[src/logic/agct_pkg.sv]
/*
  agct_pkg: register offsets, field positions, reset values, codes and
  fixed test words for the global configuration and test-pattern bank.
  Assumes nothing of its surroundings; imported whole by the design modules.
*/
package agct_pkg;
  // register offsets, 13-bit serial address space
  localparam logic [12:0] ADDR_SERIAL_PORT_SETUP    = 13'h0000;
  localparam logic [12:0] ADDR_BURST_LAST_ADDRESS   = 13'h0002;
  localparam logic [12:0] ADDR_DIVIDED_CLOCK_SLIP   = 13'h0071;
  localparam logic [12:0] ADDR_CLOCK_DIVIDER_SELECT = 13'h0072;
  localparam logic [12:0] ADDR_OUTPUT_FORMAT_SELECT = 13'h0073;
  localparam logic [12:0] ADDR_OUTPUT_DDR_SETUP     = 13'h0074;
  localparam logic [12:0] ADDR_LOOP_AND_RATE_STATUS = 13'h0075;
  localparam logic [12:0] ADDR_PATTERN_MODE_CONTROL = 13'h00C0;
  localparam logic [12:0] ADDR_PATTERN_ONE_LOW      = 13'h00C2;
  localparam logic [12:0] ADDR_PATTERN_ONE_HIGH     = 13'h00C3;
  localparam logic [12:0] ADDR_PATTERN_TWO_LOW      = 13'h00C4;
  localparam logic [12:0] ADDR_PATTERN_TWO_HIGH     = 13'h00C5;

  // reset values
  localparam logic [7:0] RST_BYTE = 8'h00;
  localparam logic [15:0] RST_WORD = 16'h0000;

  // serial port setup and phase slip field positions
  localparam int SETUP_DRIVE_ON_BIT  = 7;
  localparam int SETUP_LSB_FIRST_BIT = 6;
  localparam int SETUP_SOFT_RST_BIT  = 5;
  localparam int SLIP_BIT            = 0;

  // ddr setup / status field positions
  localparam int DLL_SLOW_BIT   = 6;
  localparam int DDR_ENABLE_BIT = 4;
  localparam int PATT_STAT_BIT  = 0;
  localparam logic [7:0] DDR_SETUP_MASK = 8'h50;

  // three-bit select codes shared by divider, drive and coding fields
  localparam logic [2:0] SEL_PIN  = 3'h0;
  localparam logic [2:0] SEL_ONE  = 3'h1;
  localparam logic [2:0] SEL_TWO  = 3'h2;
  localparam logic [2:0] SEL_FOUR = 3'h4;

  // three-level pin levels after synchronising
  localparam logic [1:0] PIN_LOW  = 2'h0;
  localparam logic [1:0] PIN_MID  = 2'h1;
  localparam logic [1:0] PIN_HIGH = 2'h2;

  // pattern mode control fields
  localparam int USER_MODE_HI = 7;
  localparam int USER_MODE_LO = 6;
  localparam logic [1:0] USER_STATIC    = 2'h0;
  localparam logic [1:0] USER_ALTERNATE = 2'h1;
  localparam logic [3:0] TEST_OFF     = 4'h0;
  localparam logic [3:0] TEST_MID     = 4'h1;
  localparam logic [3:0] TEST_POS     = 4'h2;
  localparam logic [3:0] TEST_NEG     = 4'h3;
  localparam logic [3:0] TEST_CHECKER = 4'h4;
  localparam logic [3:0] TEST_ONEZERO = 4'h7;
  localparam logic [3:0] TEST_USER    = 4'h8;

  // fixed test words
  localparam logic [15:0] WORD_MIDSCALE = 16'h8000;
  localparam logic [15:0] WORD_ONES     = 16'hFFFF;
  localparam logic [15:0] WORD_ZEROS    = 16'h0000;
  localparam logic [15:0] WORD_CHECK_A  = 16'hAAAA;
  localparam logic [15:0] WORD_CHECK_B  = 16'h5555;

  // divider counter
  localparam logic [1:0] DIV_CNT_ZERO = 2'h0;
  localparam logic [1:0] DIV_CNT_ONE  = 2'h1;
  localparam logic [1:0] DIV_CNT_TWO  = 2'h2;
  localparam logic [1:0] DIV_CNT_LAST4 = 2'h3;
endpackage

[src/logic/agct_regs.sv]
/*
  agct_regs: global configuration and output test-pattern register bank.
  Holds the setup, burst end, phase slip, divider, output mode, ddr and
  test-pattern registers, decodes them against the three-level select pins
  and drives the effective settings and the test word.
  Assumes the serial protocol engine outside presents one-cycle read and
  write strobes with a byte address on ref_clk; select pins are asynchronous.
*/
`timescale 1ns/1ps
module agct_regs
  import agct_pkg::*;
(
  input  wire logic        ref_clk,                  // 10 MHz clock
  input  wire logic        rstn,                     // synchronous reset, active low
  input  wire logic [12:0] reg_addr,                 // register address
  input  wire logic [7:0]  reg_wdata,                // write data
  input  wire logic        reg_wr,                   // write strobe, one cycle
  input  wire logic        reg_rd,                   // read strobe, one cycle
  output logic      [7:0]  reg_rdata,                // read data, registered
  output logic             reg_rvalid,               // read data valid pulse
  input  wire logic [1:0]  divider_select_pin,       // three-level divider pin
  input  wire logic [1:0]  output_drive_select_pin,  // three-level drive pin
  input  wire logic [1:0]  output_coding_select_pin, // three-level coding pin
  output logic      [2:0]  div_ratio,                // effective one-hot divisor
  output logic             div_en,                   // divided clock enable
  output logic      [2:0]  out_drive,                // effective one-hot drive mode
  output logic      [2:0]  out_coding,               // effective one-hot coding
  output logic             ddr_enable,               // double data rate on
  output logic             dll_slow,                 // loop range slow
  output logic             serial_out_drive_on,      // serial data out active
  output logic             lsb_first,                // serial bit order lsb first
  output logic      [7:0]  burst_end,                // burst last address
  output logic      [15:0] test_word,                // test word, registered
  output logic             test_active               // test pattern on bus
);
  logic [7:0]  setup_reg, setup_next;
  logic [7:0]  burst_reg, burst_next;
  logic [7:0]  slip_reg, slip_next;
  logic [7:0]  divider_select_pin_reg, divider_select_pin_next;
  logic [7:0]  fmt_reg, fmt_next;
  logic [7:0]  ddr_reg, ddr_next;
  logic [7:0]  patt_reg, patt_next;
  logic [15:0] word1_reg, word1_next;
  logic [15:0] word2_reg, word2_next;
  logic [7:0]  rdata_reg, rdata_next;
  logic        rvalid_reg;
  logic        slip_pulse;
  logic        soft_rst;
  logic [7:0]  status_val;
  logic [5:0]  pin_meta_reg;
  logic [5:0]  pin_sync_reg;
  logic [1:0]  div_pin, drv_pin, cod_pin;

  // two-stage synchronisers for the three-level pins
  always_ff @(posedge ref_clk) begin
    if (!rstn) begin
      pin_meta_reg <= {RST_BYTE[5:0]};
      pin_sync_reg <= {RST_BYTE[5:0]};
    end else begin
      pin_meta_reg <= {output_coding_select_pin, output_drive_select_pin, divider_select_pin};
      pin_sync_reg <= pin_meta_reg;
    end
  end
  assign div_pin = pin_sync_reg[1:0];
  assign drv_pin = pin_sync_reg[3:2];
  assign cod_pin = pin_sync_reg[5:4];

  // map a pin level onto the one-hot select codes
  function automatic logic [2:0] pin_code(input logic [1:0] lvl);
    logic [2:0] c;
    c = SEL_ONE;
    if (lvl == PIN_MID) begin
      c = SEL_TWO;
    end else if (lvl == PIN_HIGH) begin
      c = SEL_FOUR;
    end
    return c;
  endfunction

  // a register field wins when it holds a legal nonzero code, else the pin
  function automatic logic [2:0] pick(input logic [2:0] fld, input logic [1:0] lvl);
    logic [2:0] c;
    c = pin_code(lvl);
    if (fld == SEL_ONE || fld == SEL_TWO || fld == SEL_FOUR) begin
      c = fld;
    end
    return c;
  endfunction

  // effective selections
  assign div_ratio  = pick(divider_select_pin_reg[2:0], div_pin);
  assign out_drive  = pick(fmt_reg[7:5], drv_pin);
  assign out_coding = pick(fmt_reg[2:0], cod_pin);
  assign dll_slow   = ddr_reg[DLL_SLOW_BIT];
  assign ddr_enable = ddr_reg[DDR_ENABLE_BIT];
  assign serial_out_drive_on = setup_reg[SETUP_DRIVE_ON_BIT];
  assign lsb_first  = setup_reg[SETUP_LSB_FIRST_BIT];
  assign burst_end  = burst_reg;

  // status shows loop range, ddr and whether a pattern is on the bus
  always_comb begin
    status_val = ddr_reg & DDR_SETUP_MASK;
    status_val[PATT_STAT_BIT] = test_active;
  end

  // one slip per rising edge of the stored slip bit
  assign slip_pulse = reg_wr && reg_addr == ADDR_DIVIDED_CLOCK_SLIP
                      && reg_wdata[SLIP_BIT] && !slip_reg[SLIP_BIT];
  assign soft_rst   = reg_wr && reg_addr == ADDR_SERIAL_PORT_SETUP
                      && reg_wdata[SETUP_SOFT_RST_BIT];

  // register writes, soft reset and read mux
  always_comb begin
    setup_next  = setup_reg;
    burst_next  = burst_reg;
    slip_next   = slip_reg;
    divider_select_pin_next = divider_select_pin_reg;
    fmt_next    = fmt_reg;
    ddr_next    = ddr_reg;
    patt_next   = patt_reg;
    word1_next  = word1_reg;
    word2_next  = word2_reg;
    rdata_next  = rdata_reg;
    if (soft_rst) begin
      // divider and output format kept
      setup_next = RST_BYTE;
      burst_next = RST_BYTE;
      slip_next  = RST_BYTE;
      ddr_next   = RST_BYTE;
      patt_next  = RST_BYTE;
      word1_next = RST_WORD;
      word2_next = RST_WORD;
    end else if (reg_wr) begin
      unique case (reg_addr)
        ADDR_SERIAL_PORT_SETUP: begin
          // mirror bits 2:0 follow bits 5..7
          setup_next = {reg_wdata[7:5], 2'b00, reg_wdata[5], reg_wdata[6], reg_wdata[7]};
        end
        ADDR_BURST_LAST_ADDRESS:   burst_next  = reg_wdata;
        ADDR_DIVIDED_CLOCK_SLIP:   slip_next   = reg_wdata;
        ADDR_CLOCK_DIVIDER_SELECT: divider_select_pin_next = reg_wdata;
        ADDR_OUTPUT_FORMAT_SELECT: fmt_next    = reg_wdata;
        // a write toggles the held bits, so the host xor sequence lands the desired value
        ADDR_OUTPUT_DDR_SETUP:     ddr_next    = ddr_reg ^ (reg_wdata & DDR_SETUP_MASK);
        ADDR_PATTERN_MODE_CONTROL: patt_next   = reg_wdata;
        ADDR_PATTERN_ONE_LOW:      word1_next[7:0]  = reg_wdata;
        ADDR_PATTERN_ONE_HIGH:     word1_next[15:8] = reg_wdata;
        ADDR_PATTERN_TWO_LOW:      word2_next[7:0]  = reg_wdata;
        ADDR_PATTERN_TWO_HIGH:     word2_next[15:8] = reg_wdata;
        default: ;
      endcase
    end
    if (reg_rd) begin
      unique case (reg_addr)
        ADDR_SERIAL_PORT_SETUP:    rdata_next = setup_reg;
        ADDR_BURST_LAST_ADDRESS:   rdata_next = burst_reg;
        ADDR_DIVIDED_CLOCK_SLIP:   rdata_next = slip_reg;
        ADDR_CLOCK_DIVIDER_SELECT: rdata_next = divider_select_pin_reg;
        ADDR_OUTPUT_FORMAT_SELECT: rdata_next = fmt_reg;
        ADDR_OUTPUT_DDR_SETUP:     rdata_next = (ddr_reg & DDR_SETUP_MASK) ^ status_val;
        ADDR_LOOP_AND_RATE_STATUS: rdata_next = status_val;
        ADDR_PATTERN_MODE_CONTROL: rdata_next = patt_reg;
        ADDR_PATTERN_ONE_LOW:      rdata_next = word1_reg[7:0];
        ADDR_PATTERN_ONE_HIGH:     rdata_next = word1_reg[15:8];
        ADDR_PATTERN_TWO_LOW:      rdata_next = word2_reg[7:0];
        ADDR_PATTERN_TWO_HIGH:     rdata_next = word2_reg[15:8];
        default:                   rdata_next = RST_BYTE;
      endcase
    end
  end

  // register storage
  always_ff @(posedge ref_clk) begin
    if (!rstn) begin
      setup_reg  <= RST_BYTE;
      burst_reg  <= RST_BYTE;
      slip_reg   <= RST_BYTE;
      divider_select_pin_reg <= RST_BYTE;
      fmt_reg    <= RST_BYTE;
      ddr_reg    <= RST_BYTE;
      patt_reg   <= RST_BYTE;
      word1_reg  <= RST_WORD;
      word2_reg  <= RST_WORD;
      rdata_reg  <= RST_BYTE;
      rvalid_reg <= 1'b0;
    end else begin
      setup_reg  <= setup_next;
      burst_reg  <= burst_next;
      slip_reg   <= slip_next;
      divider_select_pin_reg <= divider_select_pin_next;
      fmt_reg    <= fmt_next;
      ddr_reg    <= ddr_next;
      patt_reg   <= patt_next;
      word1_reg  <= word1_next;
      word2_reg  <= word2_next;
      rdata_reg  <= rdata_next;
      rvalid_reg <= reg_rd;
    end
  end
  assign reg_rdata  = rdata_reg;
  assign reg_rvalid = rvalid_reg;

  // divided sample clock
  agct_divider u_div (
    .ref_clk    (ref_clk),
    .rstn       (rstn),
    .ratio      (div_ratio),
    .slip_pulse (slip_pulse),
    .div_en     (div_en)
  );

  // test pattern generator, stepped on divided clock phases
  logic [7:0]  stage1_reg, stage1_next;
  logic [7:0]  stage2_reg, stage2_next;
  logic        phase_reg, phase_next;
  logic [15:0] word_reg, word_next;
  logic        act_reg, act_next;
  logic [15:0] w1, w2;
  logic        pair;

  // fixed and user words for the staged code
  always_comb begin
    w1   = WORD_ZEROS;
    w2   = WORD_ZEROS;
    pair = 1'b0;
    unique case (stage2_reg[3:0])
      TEST_MID:     w1 = WORD_MIDSCALE;
      TEST_POS:     w1 = WORD_ONES;
      TEST_NEG:     w1 = WORD_ZEROS;
      TEST_CHECKER: begin
        w1   = WORD_CHECK_A;
        w2   = WORD_CHECK_B;
        pair = 1'b1;
      end
      TEST_ONEZERO: begin
        w1   = WORD_ONES;
        w2   = WORD_ZEROS;
        pair = 1'b1;
      end
      TEST_USER: begin
        w1   = word1_reg;
        w2   = word2_reg;
        pair = 1'b1;
      end
      default: ;
    endcase
  end

  // staging delays the enable by two sample phases, word toggles on phases
  always_comb begin
    stage1_next = stage1_reg;
    stage2_next = stage2_reg;
    phase_next  = phase_reg;
    word_next   = word_reg;
    act_next    = act_reg;
    if (div_en) begin
      stage1_next = patt_reg;
      stage2_next = stage1_reg;
      act_next    = (w1 != WORD_ZEROS || stage2_reg[3:0] == TEST_NEG || pair)
                    && stage2_reg[3:0] != TEST_OFF;
      // reserved user mode codes behave as static
      if (stage2_reg[USER_MODE_HI:USER_MODE_LO] == USER_ALTERNATE && pair) begin
        phase_next = !phase_reg;
        word_next  = phase_reg ? w2 : w1;
      end else begin
        phase_next = 1'b0;
        word_next  = w1;
      end
    end
  end

  // pattern state
  always_ff @(posedge ref_clk) begin
    if (!rstn) begin
      stage1_reg <= RST_BYTE;
      stage2_reg <= RST_BYTE;
      phase_reg  <= 1'b0;
      word_reg   <= RST_WORD;
      act_reg    <= 1'b0;
    end else begin
      stage1_reg <= stage1_next;
      stage2_reg <= stage2_next;
      phase_reg  <= phase_next;
      word_reg   <= word_next;
      act_reg    <= act_next;
    end
  end
  assign test_word   = word_reg;
  assign test_active = act_reg;
endmodule

[src/logic/agct_divider.sv]
/*
  agct_divider: divides the input clock by one, two or four as a one-cycle
  enable pulse, and in divide-by-four slips the divided edge one input cycle earlier on request.
  Assumes ratio is a one-hot select and slip_pulse is one cycle wide.
*/
`timescale 1ns/1ps
module agct_divider
  import agct_pkg::*;
(
  input  wire logic       ref_clk,    // input clock
  input  wire logic       rstn,       // synchronous reset, active low
  input  wire logic [2:0] ratio,      // one-hot divisor select
  input  wire logic       slip_pulse, // advance the divided edge
  output logic            div_en      // divided clock rising-edge enable
);
  logic [1:0] cnt_reg;
  logic [1:0] cnt_next;
  logic [1:0] last;

  // next count; a slip in divide-by-four skips one count
  always_comb begin
    cnt_next = DIV_CNT_ZERO;
    last     = DIV_CNT_ZERO;
    if (ratio == SEL_FOUR) begin
      last = DIV_CNT_LAST4;
    end else if (ratio == SEL_TWO) begin
      last = DIV_CNT_ONE;
    end
    if (ratio == SEL_FOUR && slip_pulse) begin
      cnt_next = cnt_reg + DIV_CNT_TWO;
    end else if (cnt_reg >= last) begin
      cnt_next = DIV_CNT_ZERO;
    end else begin
      cnt_next = cnt_reg + DIV_CNT_ONE;
    end
  end

  // count register
  always_ff @(posedge ref_clk) begin
    if (!rstn) begin
      cnt_reg <= DIV_CNT_ZERO;
    end else begin
      cnt_reg <= cnt_next;
    end
  end

  assign div_en = (cnt_reg == DIV_CNT_ZERO); // divided rising edge
endmodule

[config.mk]
export PLATFORM = sky130hd
export DESIGN_NAME = agct_regs
export DESIGN_NICKNAME = d
export VERILOG_FILES = /design/src/logic/agct_pkg.sv /design/src/logic/agct_regs.sv /design/src/logic/agct_divider.sv
export SDC_FILE = /design/constraint.sdc
export NUM_CORES = 1
export LEC_CHECK = 0
export ABC_AREA = 1
export BUFFER_PORTS_ARGS = -buffer_cell sky130_fd_sc_hd__buf_2
export CAP_MARGIN = 25
export CORE_ASPECT_RATIO = 1.75
export CORE_UTILIZATION = 36
export DETAILED_ROUTE_END_ITERATION = 7
export HOLD_SLACK_MARGIN = 0.08
export PLACE_DENSITY = 0.66
export SYNTH_ARGS = -nofsm -noshare
export SYNTH_HDL_FRONTEND = slang
export SYNTH_HIERARCHICAL = 1
export SYNTH_SLANG_ARGS = --single-unit
[constraint.sdc]
create_clock -name ref_clk -period 1.8 [get_ports ref_clk]
set_input_delay 0.09 -clock ref_clk [delete_from_list [all_inputs] [get_ports ref_clk]]
set_output_delay 0.09 -clock ref_clk [all_outputs]
set_load 0.05 [all_outputs]
-- Word-level counts from Yosys, hierarchy flattened
Cells that the tools add are included.
- register bits: 143
- bits of input ports: 31
- output and inout bits: 48
- word-level logic and storage cells: 119
- $add $sub $neg: 2
- order comparisons: 1
- eq/ne operators: 35
- mux-type cells: 20
- bitwise operators: 4
- reductions and logical operators: 36
- operator list (cell ; count):
    case mux 8 bit (12 select lines) ; 1
    equality test 13 x 7 -> 1 bit, second input constant ; 5
    equality test 13 x 8 -> 1 bit, second input constant ; 5
    case mux 16 bit (4 select lines) ; 1
    2-to-1 mux 16 bit ; 2
    case mux 16 bit (2 select lines) ; 1
    2-to-1 mux 3 bit ; 9
    AND reduction 2 bit ; 9
    nonzero test 16 bit ; 1
    equality test 13 x 2 -> 1 bit, second input constant ; 1
    logical NOT 13 bit ; 1
    equality test 3 x 2 -> 1 bit, second input constant ; 4
    equality test 3 bit, second input constant ; 4
    equality test 3 x 1 -> 1 bit, second input constant ; 3
    equality test 2 x 1 -> 1 bit, second input constant ; 4
    equality test 4 x 2 -> 1 bit, second input constant ; 2
    equality test 4 x 3 -> 1 bit, second input constant ; 2
    logical AND 1 bit ; 8
    logical OR 1 bit ; 8
    bitwise XOR 8 x 7 -> 8 bit ; 1
    bitwise XOR 7 bit ; 1
    equality test 2 bit, second input constant ; 3
    2-to-1 mux 2 bit ; 3
    AND reduction 3 bit ; 2
    other kinds (12) ; 17

-- Logic depth before layout (Yosys ltp)
Gate-level depths: netlist of the first run.
- word-level depth: 10
- depth in mapped cells: 15
- mapped depth without buffers: 15

-- Cells and area by module
The synthesis of the first run kept the hierarchy.
- by module, submodules not included (module ; times used ; cells an instance ; area each (sq um) ; seq. area each (sq um)):
    agct_regs ; 1 ; 922 ; 6252.2 ; 2562.5
    agct_divider ; 1 ; 30 ; 200.2 ; 40.0

-- Worst setup path before layout of the first run
No wires, ideal clock.
- path type: register to register
- start point: register divider_select_pin_reg[0]
- end point: register u_div.cnt_reg[1]
- setup time: 0.064 ns
- data arrival time: 2.697 ns
- required time: 1.736 ns
- setup slack: -0.961 ns
- stages on the path, launching flop included: 15
- buffers on the path: 0
- clock period less this slack: 2.761 ns
- cell sequence: dfxtp_1 inv_1 o21ai_0 o21ai_0 nor2_1 a21oi_1 inv_1 nand3_2 o21ai_0 ha_1 nand2_1 nand4_1 nor2_1 nor2_1 nor2_1
- cells in the longest elaborated chain, start to end: 10
- elaborated cells on any way between the ends: 14
- classes of those cells: order compare (1); eq/ne (5); mux (5); reduce/logical (3)
- RTL lines (what ; line ; RTL):
    start, declared ; agct_regs.sv:39 ; logic [7:0] divider_select_pin_reg, divider_select_pin_next;
    start signal, assigned ; agct_regs.sv:190 ; divider_select_pin_reg <= divider_select_pin_next;
    equality test 3 x 1 -> 1 bit / equality test 3 x 2 -> 1 bit (equally long branches) ; agct_regs.sv:84 ; if (fld == SEL_ONE || fld == SEL_TWO || fld == SEL_FOUR) begin
    logical OR 1 bit ; agct_regs.sv:84 ;
    logical OR 1 bit (*) ; agct_regs.sv:84 ;
    2-to-1 mux 3 bit (*) ; agct_regs.sv:84 ;
    net div_ratio[1] ; agct_regs.sv:24 ; output logic [2:0] div_ratio,
    equality test 3 x 2 -> 1 bit ; agct_divider.sv:26 ; end else if (ratio == SEL_TWO) begin
    2-to-1 mux 1 bit ; agct_divider.sv:26 ;
    2-to-1 mux 2 bit ; agct_divider.sv:24 ; if (ratio == SEL_FOUR) begin
    greater-or-equal comparator 2 bit ; agct_divider.sv:31 ; end else if (cnt_reg >= last) begin
    2-to-1 mux 2 bit ; agct_divider.sv:31 ;
    2-to-1 mux 2 bit (*) ; agct_divider.sv:29 ; if (ratio == SEL_FOUR && slip_pulse) begin
    end signal, assigned ; agct_divider.sv:43 ; cnt_reg <= cnt_next;
    end, declared ; agct_divider.sv:16 ; logic [1:0] cnt_reg;
The timed path passes the listed nets; every way through them passes the cells marked *.
A chain may end at the register's enable or synchronous reset.

-- Final worst setup path of the first run
- start point: register divider_select_pin_reg[0]
- end point: register u_div.cnt_reg[1]
- cells in the longest elaborated chain, start to end: 10
- elaborated cells on any way between the ends: 14
- classes of those cells: order compare (1); eq/ne (5); mux (5); reduce/logical (3)
- RTL lines (what ; line):
    equality test 3 x 1 -> 1 bit / equality test 3 x 2 -> 1 bit (equally long branches) ; agct_regs.sv:84
    logical OR 1 bit (2 in a row) ; agct_regs.sv:84
    2-to-1 mux 3 bit (*) ; agct_regs.sv:84
    equality test 3 x 2 -> 1 bit ; agct_divider.sv:26
    2-to-1 mux 1 bit ; agct_divider.sv:26
    2-to-1 mux 2 bit ; agct_divider.sv:24
    greater-or-equal comparator 2 bit ; agct_divider.sv:31
    2-to-1 mux 2 bit ; agct_divider.sv:31
    2-to-1 mux 2 bit (*) ; agct_divider.sv:29
Mark *: on every way between the ends. The rest lies on a longest branch, timed or not.

==> out/metrics.yaml, run 1 <==
clock_latency_ns: 0.43
die_w_um: 103
power_frac_clock: 0.517
cts_made_buffers: 17
final_max_slew_viol_count: 0
synthDistinctLibCells: 34
antennaDiodeCount: 0
first_global_vias: 6362
cp_slowest_cell: "dfxtp_4"
cap_violations: 0
antenna_left: 0
synth_nets: 992
setup_viol_count_final: 2
final_util: 0.470
cts.sinks: 130
ys_seq_area_frac: 0.403
num-nets-final: 1105
syn_area_um2: 6450
via_count: 6710
fmax_mhz: 525
min-delay-start: "reg_addr[3]"
ys_warn_count: 6
min_period_ns: 1.91
grt_use_total: 0.237
drtIter0Drc: 327
cts_tree: "yes"
wirelength_mm: 20.6
fillers: 1809
hold_class: "primary input to register"
min_period_over_period: 1.06
antenna_found_initial: 0
p_seq_frac: 0.421
reg2regPathDepth: 14
p_comb_frac: 0.062
start_util: 0.368
p_per_area_nw_per_um2: 836
min_to: "word2_reg[14]"
violations: "setup timing"
skew_ns: 0.00734
grt_first_pass_wirelength_mm: 32.4
required_ns: 2.17
vias_per_cell: 5.13
r2r_end: "u_div/cnt_reg[1]"
cts_max_level: 4
worstReg2RegStart: "divider_select_pin_reg[0]"
synth_seq_cells: 130
p_total_mw: 6.89
area_delta_synth_final_pct: 27.7
slew_headroom: 0.492
layout-drive-gt1-share: 0.212
pre_cts_ws_ns: -0.150
rsz0062_at_grt: "yes"
final_common_cell: "nand2_1"
clock-root-buffer: "clkbuf_16"
rrSetupSlack_ns: -0.11
drc: 0
worstPathCellList: "inv_4, o21ai_4, o21ai_4, nor2_4, a21oi_4, inv_2, nand3_4, o21ai_2, ha_1, nand2_2, nand4_1, nor2_1, nor2_1, nor2_1"
worstMarginPinSlew_ns: 0.761
grt_max_degree: 44
power_leakage_nw: 3.52
switchingPower_mw: 1.66
internal_power_mw: 5.23
holdPathStages: 4
vdd_drop_max_v: 0.000483
setup_slack_ns: -0.106
syn-instance-count: 952
design.die.area_um2: 18500
path_max_fanout: 4
synth_area_per_cell_um2: 6.78
core-area_um2: 17500
swShare: 0.241
finalHoldViolations: 0
grt_overflow: 0
status: "finished with violations"
cp.arrival_ns: 2.27
hpwl_mm: 15.2
portBuffers: 78
endpoint_kind: "register"
fin_hold_ws_ns: 0.0997
final_cell_mix: "nand2_1, dfxtp_1, a21oi_1, nand3_1, nor2_1"
dr.pass1.iters: 5
crit_path_start: "divider_select_pin_reg[0]"
path_buf_inv: 2
crit_family: "compound AO/OA/AOI/OAI gates"
routabilityCongestion: 0.928
rows: 64
clk_pin_slew_worst_paths_ns: 0.06
wire_per_inst_um: 15.7
fp.dieH_um: 179
max_stage_delay_ns: 0.37
clock_path_buffers: 2
cpMostUsedCell: "nor2_1"
dp.cells: 1258
worstSetupPathType: "register to register"
instances_no_fill: 1309
ios: 79
worstSetupStartpointType: "register"
cell families after synthesis:
kind of cell    count (synthesis)  share of synthesized area
buf+inv                       146                     0.0948
simple gates                  478                      0.332
fa+ha+maj                       9                     0.0175
flops                         130                      0.403
compound gates                187                      0.150
xor+xnor                        2                    0.00272
how the worst max path moves through the flow:
stage | endpoint | cells past startpoint
after floorplan | u_div/cnt_reg[1] | 14
after global placement | u_div/cnt_reg[1] | 14
after detailed placement | u_div/cnt_reg[1] | 14
after CTS | u_div/cnt_reg[1] | 14
after global routing | u_div/cnt_reg[1] | 14
final | u_div/cnt_reg[1] | 14
power by group through the flow:
stage	logic (mW)	clock network, mW	registers [mW]
after floorplan	0.217	0	2.98
after global placement	0.374	0	2.97
after detailed placement	0.377	0	2.97
after CTS	0.415	3.61	2.90
after global routing	0.458	3.75	2.90
final	0.424	3.56	2.90
tightest hold or removal path: cells and delay by family:
family | cells | cell delay, ns
AND/OR/NAND/NOR | 2 | 0.21
buffers and inverters | 1 | 0.10
AO/OA/AOI/OAI | 1 | 0.08
layout make-up:
class / count / area [µm²] / share of cell area
repair buffers: 143 / 1000 / 0.121
inverters: 97 / 368 / 0.0446
multi-input cells: 676 / 3360 / 0.408
well taps: 231 / 289 / 0.0351
flip-flops and latches: 130 / 2610 / 0.317
clock buffers: 17 / 425 / 0.0516
clock inverters: 15 / 183 / 0.0222
cell usage after synthesis (all sizes together):
library cell	count	area, µm²
clkinv	2	8.75
o211ai	6	45.0
o21ai	57	285
nand4	11	87.6
or2	1	8.76
dfxtp	130	2600
nand3b	1	7.51
nand2	243	922
a211oi	4	30.0
nand3	115	613
nor4	1	12.5
ha	9	113
inv	95	357
nor3	4	42.5
xor2	2	17.5
buf	27	164
clkbuf	22	82.6
nor2	102	449
a21oi	120	604
through the flow:
step	cell area (µm²)	setup TNS, ns
floorplan	6510	-0.528
global placement	7340	-0.0679
detailed placement	7340	-0.217
CTS	8170	-0.117
global route	8240	-0.444
finish	8240	-0.122
metal layers:
| layer | vias up | wire [µm] | global-route usage |
|---|---|---|---|
| met4 | 0 | 1650 | 0.198 |
| li1 | 3325 | - | - |
| met2 | 195 | 11100 | 0.433 |
| met5 | - | 0 | 0 |
| met3 | 99 | 762 | 0.0437 |
| met1 | 3091 | 7060 | 0.222 |
timing repair:
action	in CTS	in global routing
setup endpoints to repair	9	23
hold endpoints to repair	57	0
resized for setup	16	23
pin swaps	5	4
hold buffers	16	0
setup buffers	1	2
Power figures use the tool's default switching activity.
==> run 2, diff against run 1 <==
--- a/config.mk
+++ b/config.mk
@@ -8,10 +8,9 @@
 export ABC_AREA = 1
 export BUFFER_PORTS_ARGS = -buffer_cell sky130_fd_sc_hd__buf_2
 export CAP_MARGIN = 25
-export CORE_ASPECT_RATIO = 1.75
 export CORE_UTILIZATION = 36
 export DETAILED_ROUTE_END_ITERATION = 7
-export HOLD_SLACK_MARGIN = 0.08
+export HOLD_SLACK_MARGIN = 0.1
 export PLACE_DENSITY = 0.66
 export SYNTH_ARGS = -nofsm -noshare
 export SYNTH_HDL_FRONTEND = slang
==> out/metrics.yaml, run 2 (synthesis gave the netlist of run 1 again) <==
worstSetupStartpointType: "register"
die_w_um: 136
r2r_end: "u_div/cnt_reg[1]"
design_area_um2: 8420
endpoint_kind: "register"
p_comb_frac: 0.067
slew_headroom: 0.522
rsz0062_at_grt: "yes"
switchingPower_mw: 1.61
path_buf_inv: 4
drc: 0
worstMarginPinSlew_ns: 0.716
dp.cells: 1244
antenna_left: 0
cts_tree: "yes"
fin_hold_ws_ns: 0.115
num-nets-final: 1117
cts_max_level: 4
clock_latency_ns: 0.42
min_period_ns: 1.94
pre_cts_ws_ns: -0.145
wire_per_inst_um: 14.7
crit_end: "u_div/cnt_reg[1]"
path_max_fanout: 4
hpwl_mm: 13.2
vias_per_cell: 5.06
cp.depth: 14
dr.pass1.iters: 6
clk_pin_slew_worst_paths_ns: 0.06
area_delta_synth_final_pct: 30.5
crit_family: "buffers and inverters"
grt_use_total: 0.215
finalHoldViolations: 0
cpMostUsedCell: "nor2_1"
design.die.area_um2: 18500
internal_power_mw: 5.11
worstSetupPathType: "register to register"
ios: 79
crit_path_start: "divider_select_pin_reg[0]"
hold_class: "primary input to register"
via_count: 6644
antennaDiodeCount: 0
cp_slowest_cell: "dfxtp_4"
first_global_vias: 6172
worstPathCellList: "inv_4, o21ai_4, o21ai_4, buf_12, a21oi_4, inv_2, nand3_4, buf_6, ha_4, nand2_2, nand4_1, nor2_1, nor2_1, nor2_1"
clock_path_buffers: 2
rows: 48
grt_max_degree: 51
p_total_mw: 6.72
required_ns: 2.12
routabilityCongestion: 0.874
cap_violations: 0
fp.dieH_um: 136
portBuffers: 78
final_max_slew_viol_count: 0
p_per_area_nw_per_um2: 798
swShare: 0.239
setup_slack_ns: -0.138
power_frac_clock: 0.501
final_common_cell: "nand2_1"
start_util: 0.370
wirelength_mm: 19.3
reg2regPathDepth: 14
placed_cell_area_um2: 7270
core-area_um2: 17400
instances_no_fill: 1314
antenna_found_initial: 0
min_period_over_period: 1.08
fillers: 1735
final_cell_mix: "nand2_1, dfxtp_1, a21oi_1, nand3_1, nor2_1"
p_seq_frac: 0.432
cts.sinks: 130
status: "finished with violations"
worstReg2RegStart: "divider_select_pin_reg[0]"
power_leakage_nw: 3.55
vdd_drop_max_v: 0.000676
final.setup.tns_ns: -0.267
cp.arrival_ns: 2.26
setup_viol_count_final: 3
grt_overflow: 0
grt_first_pass_wirelength_mm: 30.6
cts_made_buffers: 17
drtIter0Drc: 535
skew_ns: 0.00695
fmax_mhz: 516
layout-drive-gt1-share: 0.215
violations: "setup timing"
clock-root-buffer: "clkbuf_16"
rrSetupSlack_ns: -0.14
final_util: 0.483
max_stage_delay_ns: 0.36
-- run 2: changes by cell type in the layout (fill, tap and decap cells not counted), sizes merged, moves of 2 or more --
cell / change
clkbuf: +2
clkinvlp: +4
dlygate4sd3: +10
inv: -4
nor2: +2
-- run 2: timing repair --
item,in CTS,in global routing
pin swaps,3,4
endpoints found under the setup margin,9,93
buffers inserted,4,6
resized for setup,24,32
hold buffers,26,0
hold endpoints to repair,72,0
gates cloned,0,3
-- run 2: per-layer routing --
metal	up-vias	wire length, µm	share of wire	track usage
met1	3066	8470	0.44	0.270
met4	0	359	0.019	0.0716
met3	31	984	0.051	0.0455
met2	192	9450	0.49	0.365
met5	-	0	0	0
li1	3355	-	-	-
-- run 2: area by class of cell --
class	count	area, µm²	share of cell area
clock buffer	18	439	0.0522
clock inverter	13	138	0.0163
inverter	97	372	0.0441
multi-input combinational	678	3430	0.407
sequential	130	2610	0.310
tap	225	282	0.0334
timing repair buffer	153	1150	0.137
-- run 2: power groups by stage --
stage                     sequential [mW]  combinational (mW)  clock (mW)
final                                2.90               0.451        3.37
after global placement               2.97               0.359           0
after global routing                 2.90               0.485        3.54
after detailed placement             2.97               0.362           0
after CTS                            2.90               0.420        3.40
after floorplan                      2.98               0.217           0
-- run 2: worst reg2reg max path: stages (launching register included) --
cell	delay, ns
dfxtp_4	0.36
inv_4	0.06
o21ai_4	0.06
o21ai_4	0.26
buf_12	0.15
a21oi_4	0.05
inv_2	0.09
nand3_4	0.09
buf_6	0.13
ha_4	0.27
nand2_2	0.06
nand4_1	0.08
nor2_1	0.05
nor2_1	0.09
nor2_1	0.04
-- run 2: worst min-delay path by stage --
stage / endpoint / cells past startpoint / slack, ns / startpoint
3_3_place_gp: pin_meta_reg[1] / 3 / 0.27 / divider_select_pin[1]
3_5_place_dp: pin_meta_reg[2] / 3 / 0.27 / output_drive_select_pin[0]
4_1_cts: word2_reg[4] / 4 / 0.10 / reg_addr[1]
6_report: word2_reg[4] / 4 / 0.11 / reg_addr[1]
5_1_grt: word2_reg[6] / 4 / 0.13 / reg_addr[1]
2_1_floorplan: pin_meta_reg[0] / 2 / 0.19 / divider_select_pin[0]
==> run 3, diff against run 2 <==
--- a/config.mk
+++ b/config.mk
@@ -8,10 +8,10 @@
 export ABC_AREA = 1
 export BUFFER_PORTS_ARGS = -buffer_cell sky130_fd_sc_hd__buf_2
 export CAP_MARGIN = 25
-export CORE_UTILIZATION = 36
+export CORE_UTILIZATION = 53
 export DETAILED_ROUTE_END_ITERATION = 7
 export HOLD_SLACK_MARGIN = 0.1
-export PLACE_DENSITY = 0.66
+export PLACE_DENSITY = 0.87
 export SYNTH_ARGS = -nofsm -noshare
 export SYNTH_HDL_FRONTEND = slang
 export SYNTH_HIERARCHICAL = 1
==> out/metrics.yaml, run 3 (synthesis gave the netlist of run 1 again) <==
cts_made_buffers: 17
dr_wl_met2_mm: 9.30
drc: 2
path_max_fanout: 4
switchingPower_mw: 1.56
hold_class: "primary input to register"
drtIter0Drc: 770
reg2regPathDepth: 14
dr_wl_met3_mm: 1.41
cts_tree: "yes"
antennaDiodeCount: 0
clock-root-buffer: "clkbuf_16"
swShare: 0.215
worstReg2RegStart: "divider_select_pin_reg[0]"
internal_power_mw: 5.70
slew_headroom: 0.549
wirelength_mm: 19.2
antenna_found_initial: 0
fp.dieH_um: 112
min-delay-start: "reg_addr[3]"
p_seq_frac: 0.400
start_util: 0.553
setup_slack_ns: -0.220
fillers: 874
cts.sinks: 130
routabilityCongestion: 0.939
fin_hold_ws_ns: 0.130
min_period_ns: 2.02
antenna_left: 0
pre_cts_ws_ns: -0.145
cpMostUsedCell: "nor2_1"
endpoint_kind: "register"
core-area_um2: 11700
rrSetupSlack_ns: -0.22
min_to: "word2_reg[6]"
grt_overflow: 0
final_cell_mix: "nand2_1, dfxtp_1, a21oi_1, nand3_1, nor2_1"
grt_max_degree: 44
wire_per_inst_um: 15.7
vias_per_cell: 5.64
seq_area_um2: 2610
min_period_over_period: 1.12
wl_met1_mm: 7.42
crit_family: "simple AND/OR/NAND/NOR gates"
status: "finished with violations"
highest_layer: "met4"
rows: 39
final_max_slew_viol_count: 0
cp_slowest_cell: "dfxtp_2"
portBuffers: 78
r2r_end: "u_div/cnt_reg[1]"
cp.arrival_ns: 2.38
grt_first_pass_wirelength_mm: 30.8
hpwl_mm: 12.4
cap_violations: 0
first_global_vias: 6503
clk_pin_slew_worst_paths_ns: 0.06
via_count: 6891
worstPathCellList: "inv_2, o21ai_4, o21ai_4, nor2_4, a21oi_4, inv_2, nand3_4, o21ai_2, ha_1, nand2_2, nand4_1, nor2_1, nor2_1, nor2_1"
power_leakage_nw: 3.53
skew_ns: 0.00791
p_comb_frac: 0.060
grt_use_total: 0.314
clock_path_buffers: 2
final_common_cell: "nand2_1"
rsz0062_at_grt: "yes"
area_delta_synth_final_pct: 28.0
setup_viol_count_final: 4
clock_latency_ns: 0.43
required_ns: 2.16
max_stage_delay_ns: 0.34
ios: 79
die_w_um: 112
worstSetupPathType: "register to register"
layout-drive-gt1-share: 0.209
finalHoldViolations: 0
power_frac_clock: 0.540
p_per_area_nw_per_um2: 878
dr.pass1.iters: 7
num-nets-final: 1107
cts_max_level: 4
fmax_mhz: 495
path_buf_inv: 2
violations: "DRC, setup timing"
worstSetupStartpointType: "register"
design.die.area_um2: 12600
worstMarginPinSlew_ns: 0.676
vdd_drop_max_v: 0.000750
holdPathStages: 4
multiInputGateArea_um2: 3380
-- run 3: cell count changes in the layout (fill, tap and decap cells not counted), moves of 3 or more --
cell | before | now
buf_4 | 44 | 40
nand2_4 | 3 | 0
clkinvlp_4 | 7 | 4
bufinv_16 | 2 | 6
-- run 3: area by class of cell --
cell class / count / share of cell area
Clock buffer: 20 / 0.0553
Clock inverter: 11 / 0.0251
Inverter: 97 / 0.0454
Multi-Input combinational cell: 676 / 0.409
Sequential cell: 130 / 0.316
Tap cell: 143 / 0.0217
Timing Repair Buffer: 144 / 0.126
Timing Repair inverter: 1 / 0.000909
-- run 3: timing repair --
action | CTS | global route
endpoints found under the setup margin | 8 | 25
resized for setup | 9 | 42
cloned | 0 | 1
setup buffers | 0 | 6
endpoints found under the hold margin | 70 | 0
hold buffers | 24 | 0
pin swaps | 2 | 6
-- run 3: worst max path at each step --
stage / from / to / slack (ns) / depth (start not counted)
floorplan: divider_select_pin_reg[0] / u_div/cnt_reg[1] / -0.30 / 14
global placement: divider_select_pin_reg[1] / u_div/cnt_reg[1] / -0.04 / 14
detailed placement: divider_select_pin_reg[1] / u_div/cnt_reg[1] / -0.15 / 14
CTS: divider_select_pin_reg[0] / u_div/cnt_reg[1] / -0.1 / 14
global route: divider_select_pin_reg[0] / u_div/cnt_reg[1] / -0.35 / 14
finish: divider_select_pin_reg[0] / u_div/cnt_reg[1] / -0.22 / 14
-- run 3: power by group through the flow --
stage / registers, mW / logic, mW / clock network [mW]
finish: 2.90 / 0.435 / 3.92
global route: 2.90 / 0.464 / 4.09
CTS: 2.90 / 0.397 / 3.91
detailed placement: 2.97 / 0.353 / 0
global placement: 2.97 / 0.346 / 0
floorplan: 2.98 / 0.217 / 0
-- run 3: per-stage QoR --
step	cells	cell area (µm²)	power (mW)	util	setup TNS, ns
floorplan	952	6510	3.19	-	-0.528
global placement	1160	7160	3.31	0.614	-0.0393
detailed placement	1160	7160	3.32	0.614	-0.192
CTS	1215	8080	7.21	0.693	-0.132
global route	1222	8260	7.46	0.708	-0.795
finish	1222	8260	7.25	0.708	-0.470
-- run 3: worst register-to-register path, delay by kind of cell, from the launching register on --
kind	cells	cell delay [ns]
buf+inv	2	0.15
compound gates	4	0.57
fa+ha+maj	1	0.28
simple gates	7	0.62
flops	1	0.34
-- run 3: routing by layer --
layer,GRT usage,vias up
li1,-,3331
met1,0.364,3148
met2,0.533,316
met3,0.0664,96
met4,0.194,0
met5,0,-
